<file path="config.mk">
export PLATFORM = sky130hd
export DESIGN_NAME = safcr_regs
export DESIGN_NICKNAME = d
export VERILOG_FILES = /design/src/safcr_pkg.sv /design/src/safcr_setup_reg.sv /design/src/safcr_regs.sv
export SDC_FILE = /design/constraint.sdc
export NUM_CORES = 1
export LEC_CHECK = 0
export BUFFER_PORTS_ARGS = -buffer_cell sky130_fd_sc_hd__buf_2
export CORE_MARGIN = 3
export CORE_UTILIZATION = 50
export CTS_CLUSTER_SIZE = 10
export DETAILED_ROUTE_END_ITERATION = 6
export PLACE_DENSITY = 0.81
export RECOVER_POWER = 100
export SETUP_SLACK_MARGIN = 0.1
export SYNTH_ARGS = -nofsm -noshare
export SYNTH_HDL_FRONTEND = slang
export SYNTH_SLANG_ARGS = --single-unit
export TNS_END_PERCENT = 50
</file>
<file path="constraint.sdc">
create_clock -name I_CLK -period 3.05 [get_ports I_CLK]
set_input_delay 0.61 -clock I_CLK [delete_from_list [all_inputs] [get_ports I_CLK]]
set_output_delay 0.61 -clock I_CLK [all_outputs]
set_load 0.03 [all_outputs]
</file>
<file path="src/safcr_pkg.sv">
// constants for the setup and filter configuration register bank
// assumes a 32-bit apb slave with one register per aligned word
package safcr_pkg;

    localparam int ADDR_W = 8;
    localparam int DATA_W = 32;
    localparam int REG_W  = 16;

    // register indices; byte address is four times the index
    localparam logic [5:0] IDX_SETUP_1  = 6'h21;
    localparam logic [5:0] IDX_SETUP_2  = 6'h22;
    localparam logic [5:0] IDX_SETUP_3  = 6'h23;
    localparam logic [5:0] IDX_FILTER_0 = 6'h28;

    localparam logic [15:0] SETUP_RESET  = 16'h1320;
    localparam logic [15:0] SETUP_WMASK  = 16'h1FB0;
    localparam logic [15:0] FILTER_RESET = 16'h0500;
    localparam logic [15:0] FILTER_WMASK = 16'h8F7F;

    // setup register field positions
    localparam int SETUP_POLARITY_BIT = 12;
    localparam int SETUP_REFBUF_P_BIT = 11;
    localparam int SETUP_REFBUF_N_BIT = 10;
    localparam int SETUP_INBUF_P_BIT  = 9;
    localparam int SETUP_INBUF_N_BIT  = 8;
    localparam int SETUP_BURNOUT_BIT  = 7;
    localparam int SETUP_REFSEL_LSB   = 4;

    // filter register field positions
    localparam int FILT_DIRECT_BIT  = 15;
    localparam int FILT_PF_EN_BIT   = 11;
    localparam int FILT_PF_SEL_LSB  = 8;
    localparam int FILT_ORDER_LSB   = 5;
    localparam int FILT_RATE_LSB    = 0;

    // field codes
    localparam logic [1:0] ORDER_SINC5_SINC1 = 2'h0;
    localparam logic [1:0] ORDER_SINC3       = 2'h3;
    localparam logic [2:0] PF_27_SPS         = 3'h2;
    localparam logic [2:0] PF_25_SPS         = 3'h3;
    localparam logic [2:0] PF_20_SPS         = 3'h5;
    localparam logic [2:0] PF_16_67_SPS      = 3'h6;
    localparam logic [4:0] RATE_250K         = 5'h00;
    localparam logic [4:0] RATE_5_SPS        = 5'h14;
    localparam logic [1:0] REF_EXTERNAL      = 2'h0;
    localparam logic [1:0] REF_INTERNAL      = 2'h2;
    localparam logic [1:0] REF_SUPPLY        = 2'h3;

    // direct decimation: modulator clock divided by 32 times the value
    localparam int DIRECT_PRE_DIV_LOG2 = 5;
    localparam int DIVISOR_W           = 20;

    // access selector codes
    localparam logic [2:0] SEL_NONE   = 3'h0;
    localparam logic [2:0] SEL_FILTER = 3'h4;

endpackage

</file>
<file path="src/safcr_setup_reg.sv">
// one setup configuration register with its decoded field outputs
// assumes write strobe and data are already qualified by the bus slave
`timescale 1ns/100ps
`default_nettype none
module safcr_setup_reg
    import safcr_pkg::*;
(
    input  wire logic             i_clk,
    input  wire logic             i_reset_n,
    input  wire logic             i_wr_en,
    input  wire logic [REG_W-1:0] i_wdata,
    output logic      [REG_W-1:0] o_value,
    output logic                  o_polarity_select,
    output logic                  o_ref_buffer_pos_en,
    output logic                  o_ref_buffer_neg_en,
    output logic                  o_input_buffer_pos_en,
    output logic                  o_input_buffer_neg_en,
    output logic                  o_open_wire_current_en,
    output logic      [1:0]       o_reference_source_select
);

    typedef struct packed
    {
        logic [REG_W-1:0] value;
    } safcr_setup_state_t;

    safcr_setup_state_t st_r;
    safcr_setup_state_t st_nxt;

    always_comb
    begin
        st_nxt = st_r;
        if (i_wr_en)
        begin
            // reserved bits stay zero
            st_nxt.value = i_wdata & SETUP_WMASK;
        end
    end

    always_ff @(posedge i_clk or negedge i_reset_n)
    begin
        if (!i_reset_n)
        begin
            st_r.value <= SETUP_RESET;
        end
        else
        begin
            st_r <= st_nxt;
        end
    end

    assign o_value                = st_r.value;
    assign o_polarity_select      = st_r.value[SETUP_POLARITY_BIT];
    assign o_ref_buffer_pos_en    = st_r.value[SETUP_REFBUF_P_BIT];
    assign o_ref_buffer_neg_en    = st_r.value[SETUP_REFBUF_N_BIT];
    assign o_input_buffer_pos_en  = st_r.value[SETUP_INBUF_P_BIT];
    assign o_input_buffer_neg_en  = st_r.value[SETUP_INBUF_N_BIT];
    assign o_open_wire_current_en = st_r.value[SETUP_BURNOUT_BIT];
    assign o_reference_source_select =
        st_r.value[SETUP_REFSEL_LSB +: 2];

endmodule // safcr_setup_reg
`default_nettype wire

</file>
<file path="src/safcr_regs.sv">
// setup 1..3 and filter 0 configuration registers behind an apb slave
// assumes apb signals come from logic on I_CLK; zero wait state slave
`timescale 1ns/100ps
`default_nettype none

// Contract
// - setup registers 1 to 3 sit at indices 0x21 to 0x23, reset 0x1320.
// - setup bit 12 is polarity, 11/10 ref buffers, 9/8 input buffers.
// - setup bit 7 is burnout, 5:4 reference select, 6 and 3:0 reserved.
// - a filter write aborts conversion and restarts at the first channel.
// - filter bit 15 makes 14:0 the sinc3 decimation, divisor 32 times it.
// - filter bits 14:12 and 7 are read-only zero; software writes zero.
// - filter bit 11 enables the 50/60 Hz postfilter, only with order 00.
// - postfilter codes 010/011/101/110 give 27/25/20/16.67 SPS, reset 5.
// - order 00 selects sinc5 plus sinc1 (default), 11 selects sinc3.
// - rate code bits 4:0 set the output rate, 00000 being 250,000 SPS.
// - the first filter register sits at index 0x28 and resets to 0x0500.
// - ref select 00 external, 10 internal 2.5 V, 11 supply difference.
// - each input buffer enable bit turns its input buffer off or on.
// - the burnout bit drives matched open-wire test currents.
module safcr_regs
#(
    parameter int NUM_SETUPS = 3
)
(
    input  wire logic                           I_CLK,
    input  wire logic                           I_RESET_N,
    input  wire logic                           I_PSEL,
    input  wire logic                           I_PENABLE,
    input  wire logic                           I_PWRITE,
    input  wire logic [safcr_pkg::ADDR_W-1:0]   I_PADDR,
    input  wire logic [safcr_pkg::DATA_W-1:0]   I_PWDATA,
    output logic      [safcr_pkg::DATA_W-1:0]   O_PRDATA,
    output logic                                O_PREADY,
    output logic                                O_PSLVERR,
    output logic      [NUM_SETUPS-1:0]          O_POLARITY_SELECT,
    output logic      [NUM_SETUPS-1:0]          O_REF_BUFFER_POS_EN,
    output logic      [NUM_SETUPS-1:0]          O_REF_BUFFER_NEG_EN,
    output logic      [NUM_SETUPS-1:0]          O_INPUT_BUFFER_POS_EN,
    output logic      [NUM_SETUPS-1:0]          O_INPUT_BUFFER_NEG_EN,
    output logic      [NUM_SETUPS-1:0]          O_OPEN_WIRE_CURRENT_EN,
    output logic      [2*NUM_SETUPS-1:0]        O_REFERENCE_SOURCE_SELECT,
    output logic                                O_DIRECT_DECIMATION_MODE,
    output logic      [14:0]                    O_DECIMATION_RATE,
    output logic      [safcr_pkg::DIVISOR_W-1:0] O_MOD_DIVISOR,
    output logic      [1:0]                     O_FILTER_ORDER,
    output logic                                O_POSTFILTER_ACTIVE,
    output logic      [2:0]                     O_POSTFILTER_SELECT,
    output logic      [4:0]                     O_OUTPUT_RATE_CODE,
    output logic                                O_FILTER_CODE_RESERVED,
    output logic                                O_CONV_RESTART
);

    import safcr_pkg::*;

    if (NUM_SETUPS < 1 || NUM_SETUPS > 3)
    begin : g_bad_setups
        $error("NUM_SETUPS must lie between 1 and 3");
    end

    typedef struct packed
    {
        logic [REG_W-1:0]     filt;
        logic                 pready;
        logic [DATA_W-1:0]    prdata;
        logic                 pslverr;
        logic                 restart;
        logic                 direct;
        logic [14:0]          dec_rate;
        logic [DIVISOR_W-1:0] divisor;
        logic [1:0]           order;
        logic                 pf_active;
        logic [2:0]           pf_sel;
        logic [4:0]           rate;
        logic                 code_rsvd;
    } safcr_top_state_t;

    safcr_top_state_t st_r;
    safcr_top_state_t st_nxt;

    logic [REG_W-1:0]      setup_value [NUM_SETUPS];
    logic [NUM_SETUPS-1:0] setup_wr;
    logic [2:0]            acc_sel;
    logic                  setup_phase;
    logic                  commit;

    // decode a byte address into the register it selects
    function automatic logic [2:0] reg_sel(input logic [ADDR_W-1:0] addr);
        logic [5:0] idx;
        logic [5:0] rel;
        idx = addr[ADDR_W-1:2];
        rel = idx - IDX_SETUP_1;
        reg_sel = SEL_NONE;
        if (addr[1:0] != 2'h0)
        begin
            reg_sel = SEL_NONE;
        end
        else if (idx == IDX_FILTER_0)
        begin
            reg_sel = SEL_FILTER;
        end
        else if (idx >= IDX_SETUP_1 && idx <= IDX_SETUP_3 &&
                 int'(rel) < NUM_SETUPS)
        begin
            reg_sel = rel[2:0] + 3'h1;
        end
    endfunction

    // postfilter codes that have a defined response
    function automatic logic pf_code_ok(input logic [2:0] code);
        case (code)
            PF_27_SPS,
            PF_25_SPS,
            PF_20_SPS,
            PF_16_67_SPS:
                pf_code_ok = 1'b1;
            default:
                pf_code_ok = 1'b0;
        endcase
    endfunction

    // filter order codes that have a defined response
    function automatic logic order_code_ok(input logic [1:0] code);
        case (code)
            ORDER_SINC5_SINC1,
            ORDER_SINC3:
                order_code_ok = 1'b1;
            default:
                order_code_ok = 1'b0;
        endcase
    endfunction

    // read data for a decoded selector
    function automatic logic [DATA_W-1:0] read_word(
        input logic [2:0]       sel,
        input logic [REG_W-1:0] filt,
        input logic [REG_W-1:0] s1,
        input logic [REG_W-1:0] s2,
        input logic [REG_W-1:0] s3
    );
        logic [REG_W-1:0] v;
        v = '0;
        case (sel)
            3'h1:       v = s1;
            3'h2:       v = s2;
            3'h3:       v = s3;
            SEL_FILTER: v = filt;
            default:    v = '0;
        endcase
        read_word = {{(DATA_W-REG_W){1'b0}}, v};
    endfunction

    logic [REG_W-1:0] s_val [3];

    always_comb
    begin
        for (int k = 0; k < 3; k++)
        begin
            s_val[k] = (k < NUM_SETUPS) ? setup_value[k] : '0;
        end
    end

    assign acc_sel     = reg_sel(I_PADDR);
    assign setup_phase = I_PSEL & ~I_PENABLE;
    assign commit      = I_PSEL & I_PENABLE & st_r.pready;

    generate
        for (genvar g = 0; g < NUM_SETUPS; g++)
        begin : g_setup
            assign setup_wr[g] = commit & I_PWRITE &
                (acc_sel == 3'(g + 1));

            safcr_setup_reg u_setup
            (
                .i_clk                     (I_CLK),
                .i_reset_n                 (I_RESET_N),
                .i_wr_en                   (setup_wr[g]),
                .i_wdata                   (I_PWDATA[REG_W-1:0]),
                .o_value                   (setup_value[g]),
                .o_polarity_select         (O_POLARITY_SELECT[g]),
                .o_ref_buffer_pos_en       (O_REF_BUFFER_POS_EN[g]),
                .o_ref_buffer_neg_en       (O_REF_BUFFER_NEG_EN[g]),
                .o_input_buffer_pos_en     (O_INPUT_BUFFER_POS_EN[g]),
                .o_input_buffer_neg_en     (O_INPUT_BUFFER_NEG_EN[g]),
                .o_open_wire_current_en    (O_OPEN_WIRE_CURRENT_EN[g]),
                .o_reference_source_select (O_REFERENCE_SOURCE_SELECT[2*g+:2])
            );
        end
    endgenerate

    always_comb
    begin
        st_nxt         = st_r;
        st_nxt.restart = 1'b0;

        // apb: ready during the first access cycle
        st_nxt.pready = setup_phase;
        if (setup_phase)
        begin
            st_nxt.pslverr = (acc_sel == SEL_NONE);
            st_nxt.prdata  = I_PWRITE ? '0 :
                read_word(acc_sel, st_r.filt,
                          s_val[0], s_val[1], s_val[2]);
        end
        else if (commit)
        begin
            st_nxt.pslverr = 1'b0;
            st_nxt.prdata  = '0;
        end

        // filter register write; reserved bits forced to zero
        if (commit && I_PWRITE && acc_sel == SEL_FILTER)
        begin
            st_nxt.filt    = I_PWDATA[REG_W-1:0] & FILTER_WMASK;
            st_nxt.restart = 1'b1;
        end

        // decoded filter settings follow the stored register
        st_nxt.direct = st_nxt.filt[FILT_DIRECT_BIT];
        if (st_nxt.direct)
        begin
            st_nxt.dec_rate = st_nxt.filt[14:0];
            st_nxt.divisor  = DIVISOR_W'({st_nxt.filt[14:0],
                              DIRECT_PRE_DIV_LOG2'(0)});
            st_nxt.order     = ORDER_SINC3;
            st_nxt.pf_active = 1'b0;
            st_nxt.code_rsvd = (st_nxt.filt[14:0] == 15'h0000);
        end
        else
        begin
            st_nxt.dec_rate  = 15'h0000;
            st_nxt.divisor   = '0;
            st_nxt.order     = st_nxt.filt[FILT_ORDER_LSB +: 2];
            st_nxt.pf_active = st_nxt.filt[FILT_PF_EN_BIT] &&
                (st_nxt.order == ORDER_SINC5_SINC1) &&
                pf_code_ok(st_nxt.filt[FILT_PF_SEL_LSB +: 3]);
            st_nxt.code_rsvd =
                !order_code_ok(st_nxt.order) ||
                (st_nxt.filt[FILT_PF_EN_BIT] &&
                 !pf_code_ok(st_nxt.filt[FILT_PF_SEL_LSB +: 3])) ||
                (st_nxt.filt[FILT_RATE_LSB +: 5] > RATE_5_SPS);
        end
        st_nxt.pf_sel = st_nxt.filt[FILT_PF_SEL_LSB +: 3];
        st_nxt.rate   = st_nxt.filt[FILT_RATE_LSB +: 5];
    end

    always_ff @(posedge I_CLK or negedge I_RESET_N)
    begin
        if (!I_RESET_N)
        begin
            st_r.filt      <= FILTER_RESET;
            st_r.pready    <= 1'b0;
            st_r.prdata    <= '0;
            st_r.pslverr   <= 1'b0;
            st_r.restart   <= 1'b0;
            st_r.direct    <= 1'b0;
            st_r.dec_rate  <= 15'h0000;
            st_r.divisor   <= '0;
            st_r.order     <= ORDER_SINC5_SINC1;
            st_r.pf_active <= 1'b0;
            st_r.pf_sel    <= FILTER_RESET[FILT_PF_SEL_LSB +: 3];
            st_r.rate      <= RATE_250K;
            st_r.code_rsvd <= 1'b0;
        end
        else
        begin
            st_r <= st_nxt;
        end
    end

    assign O_PRDATA                 = st_r.prdata;
    assign O_PREADY                 = st_r.pready;
    assign O_PSLVERR                = st_r.pslverr;
    assign O_DIRECT_DECIMATION_MODE = st_r.direct;
    assign O_DECIMATION_RATE        = st_r.dec_rate;
    assign O_MOD_DIVISOR            = st_r.divisor;
    assign O_FILTER_ORDER           = st_r.order;
    assign O_POSTFILTER_ACTIVE      = st_r.pf_active;
    assign O_POSTFILTER_SELECT      = st_r.pf_sel;
    assign O_OUTPUT_RATE_CODE       = st_r.rate;
    assign O_FILTER_CODE_RESERVED   = st_r.code_rsvd;
    assign O_CONV_RESTART           = st_r.restart;

endmodule // safcr_regs
`default_nettype wire

</file>
==> results.cfg <==
[place]
port_buffers = 112
gp_congestion = 0.792
post-place-cells = 489
hpwl_mm = 6.09

[worst_setup_path]
crit_required_ps = 3290
slowest_delay_ps = 860
cp-start-kind = primary input
critPathKind = in2reg
cp_max_fo = 11
cpMaxStageDelayCell = nor4_2
crit_chain = buf_2 -> inv_1 -> buf_4 -> ha_1 -> nor2_1 -> nand3_1 -> nor4_2 -> mux2_2
cp.arrival_ps = 2840
path_buf_inv = 3
cp-end-kind = flip-flop
cpLargestDelayFamily = simple AND/OR/NAND/NOR gates

[clock_tree]
clkLatencyLatePin_ps = 350
clock_sinks = 78
ctsHoldBuffers = 0
cts_buffers = 9
cts_root_buf = clkbuf_8
clk_pin_slew_ps = 80
cts_htree_levels = 3
clockBufferDepth = 2
cts_tree = yes
cts_resized = 0
cts_setup_buffers = 0

[logic_synthesis]
yosys-top-cells-area = dfrtp_1, buf_4, dfstp_2
synth_area_leader_cell = dfrtp_1
yosysSeqAreaShare = 0.482
synth_cells = 354
ys_ff_latch = 78
synth_top_area_frac = 0.392
synth_area_um2 = 4080
yosysWarnings = 0
syn_area_per_cell_um2 = 11.5
synth_cell_type_count = 41

[routing]
drt_iter0_markers = 69
ant_nets = 0
vias = 2468
routed_wl_mm = 8.10
drtPass1Iterations = 4
wl_per_cell_um = 16.0
routed_via_density = 4.89
route.detailed.drc = 0

[final_layout]
drive_gt1_frac = 0.228
area_delta_synth_final_pct = 1.72
finalNetCount = 446
stdcell_count = 505
n_antenna_cell = 0

[timing]
max-slew-margin-rel = -0.229
slew_violations = 79
rsz0062_at_grt = false
fmax_mhz = 384
hold_viol = 0
tns_ps = 0
period_needed_ps = 2600
skew_ps = 8.32
setup_violations = 0
fin_crit_sh = 0.854
worst_slew_pin_slew_ps = 1840

[grt]
grt_max_degree = 79
grt_first_pass_wirelength_mm = 12.3
grt_usage = 0.178
antenna_found_initial = 0
grt_pass1_vias = 2384
grt_overflow = 0

[power]
power_leakage_nw = 2.06
power_density_nw_per_um2 = 476
peakVddDrop_uv = 243

[floorplanning]
rows = 32
start_util = 0.523
coreArea_um2 = 7810
ios = 152
die_h_um = 96.4
dieWidth_um = 96.4
dieArea_um2 = 9290

[flow_run]
drv_cap = 1

[run_status]
violations = capacitance limit, slew limit
status = finished, violations left

[min_path]
hold_class = in2reg
-- worst reg2reg max path: stages, from the launching register on --
cell and delay (ps):
dfrtp_1 410, nand4_2 140, nand4b_4 230, clkbuf_1 680, mux2i_4 460, inv_2 150
nor3_1 230
-- state kept, by name, summed over array words and instances, names as in the netlist --
| name | count |
|---|---|
| O_PRDATA | 16 |
| O_FILTER_ORDER | 2 |
| O_FILTER_CODE_RESERVED | 1 |
| g_setup.u_setup.o_value | 24 |
| st_r | 9 |
| O_DIRECT_DECIMATION_MODE | 1 |
| O_PSLVERR | 1 |
| O_PREADY | 1 |
| O_OUTPUT_RATE_CODE | 4 |
| O_POSTFILTER_ACTIVE | 1 |
| O_MOD_DIVISOR | 15 |
| O_POSTFILTER_SELECT | 2 |
| O_CONV_RESTART | 1 |
-- per-stage QoR --
stage	worst slack (ps)	area [um2]	total power (W)	hold slack [ps]	utilization
3_3_place_gp	442	4120	0.00120	488	0.528
4_1_cts	770	4330	0.00201	422	0.554
3_5_place_dp	404	4120	0.00121	494	0.528
2_1_floorplan	120	4160	0.00117	314	-
6_report	445	4150	0.00198	482	0.532
5_1_grt	258	4150	0.00206	486	0.532
-- layout make-up --
type	instances	area [um2]
timing repair buffer	117	478
clock inverter	7	80.1
tap	102	128
multi-input combinational	184	1350
sequential	78	1970
clock buffer	9	124
fill	757	3650
inverter	8	30.0
-- worst paths after layout --
kind | startpoint | to | slack [ps] | cells past startpoint
max in group asynchronous | I_RESET_N | g_setup[2].u_setup.o_value[10] | 1200 | 1
worst min-delay path | I_PENABLE | O_PREADY | 480 | 2
worst max register to register | O_PREADY | O_POSTFILTER_ACTIVE | 680 | 6
min in group asynchronous | I_RESET_N | O_OUTPUT_RATE_CODE[2] | 750 | 1
worst max-delay path | I_PADDR[2] | g_setup[2].u_setup.o_value[7] | 450 | 8
worst min register to register | O_PSLVERR | O_PSLVERR | 510 | 1
-- report_power, final --
group	leakage, nW	total (W)	internal, W	switching [W]
combinational	0.920	0.000138	0.0000318	0.000106
sequential	1.04	0.00104	0.00104	0.00000335
clock	0.102	0.000795	0.000389	0.000406
total	2.06	0.00198	0.00146	0.000515
-- per-layer routing --
layer,up-vias,track usage,part of all wire
met5,-,0,0
met4,0,0.0724,0.014
met3,15,0.0503,0.070
met2,92,0.268,0.46
met1,1172,0.244,0.45
li1,1189,-,-
-- kinds of logic (layout without fill, tap and decap cells) --
logic type / Yosys count / after routing / share of synthesized area
other cells: 1 / 21 / 0.000918
flops: 78 / 78 / 0.482
compound gates: 43 / 43 / 0.0738
simple gates: 69 / 69 / 0.108
xor+xnor: 2 / 2 / 0.00429
fa+ha+maj: 3 / 3 / 0.00919
buf+inv: 112 / 141 / 0.195
mux: 46 / 46 / 0.127
-- cell usage in the layout (no fill, tap or decap), types with 9 or more instances in the layout --
cell / n
nand2_1: 14
a22o_1: 17
o21ai_0: 10
clkbuf_8: 9
mux2i_1: 13
conb_1: 21
dfrtp_1: 64
dfstp_2: 14
buf_2: 24
nor2_1: 16
a21oi_1: 10
clkbuf_1: 90
mux2_2: 27
-- cell usage after synthesis --
cell and count:
nand4b_4 1, buf_4 95, nand3_2 2, nor3b_2 1
nor3b_4 2, ha_1 3, inv_1 7, nor2_1 15
nand4_2 1, nor4_4 1, and3_1 6, nor2_2 1
buf_2 2, mux2i_1 12, o21ai_0 9, o21a_4 1
mux2_2 31, and2_1 13, nand2_1 14, a2111oi_0 1
nand3b_1 1, o21a_1 2, nor3_2 1, o21ai_1 2
dfrtp_1 64, conb_1 1, dfstp_2 14, a31o_2 1
nor4_1 5, nand3_1 2, nand4_1 1, mux2_4 1
mux2i_4 1, nor2b_1 2, inv_2 1, mux2i_2 1
clkbuf_1 5, buf_6 2, a22o_1 17, a21oi_1 10
xor2_1 2
(Power assumes the default switching activity.)
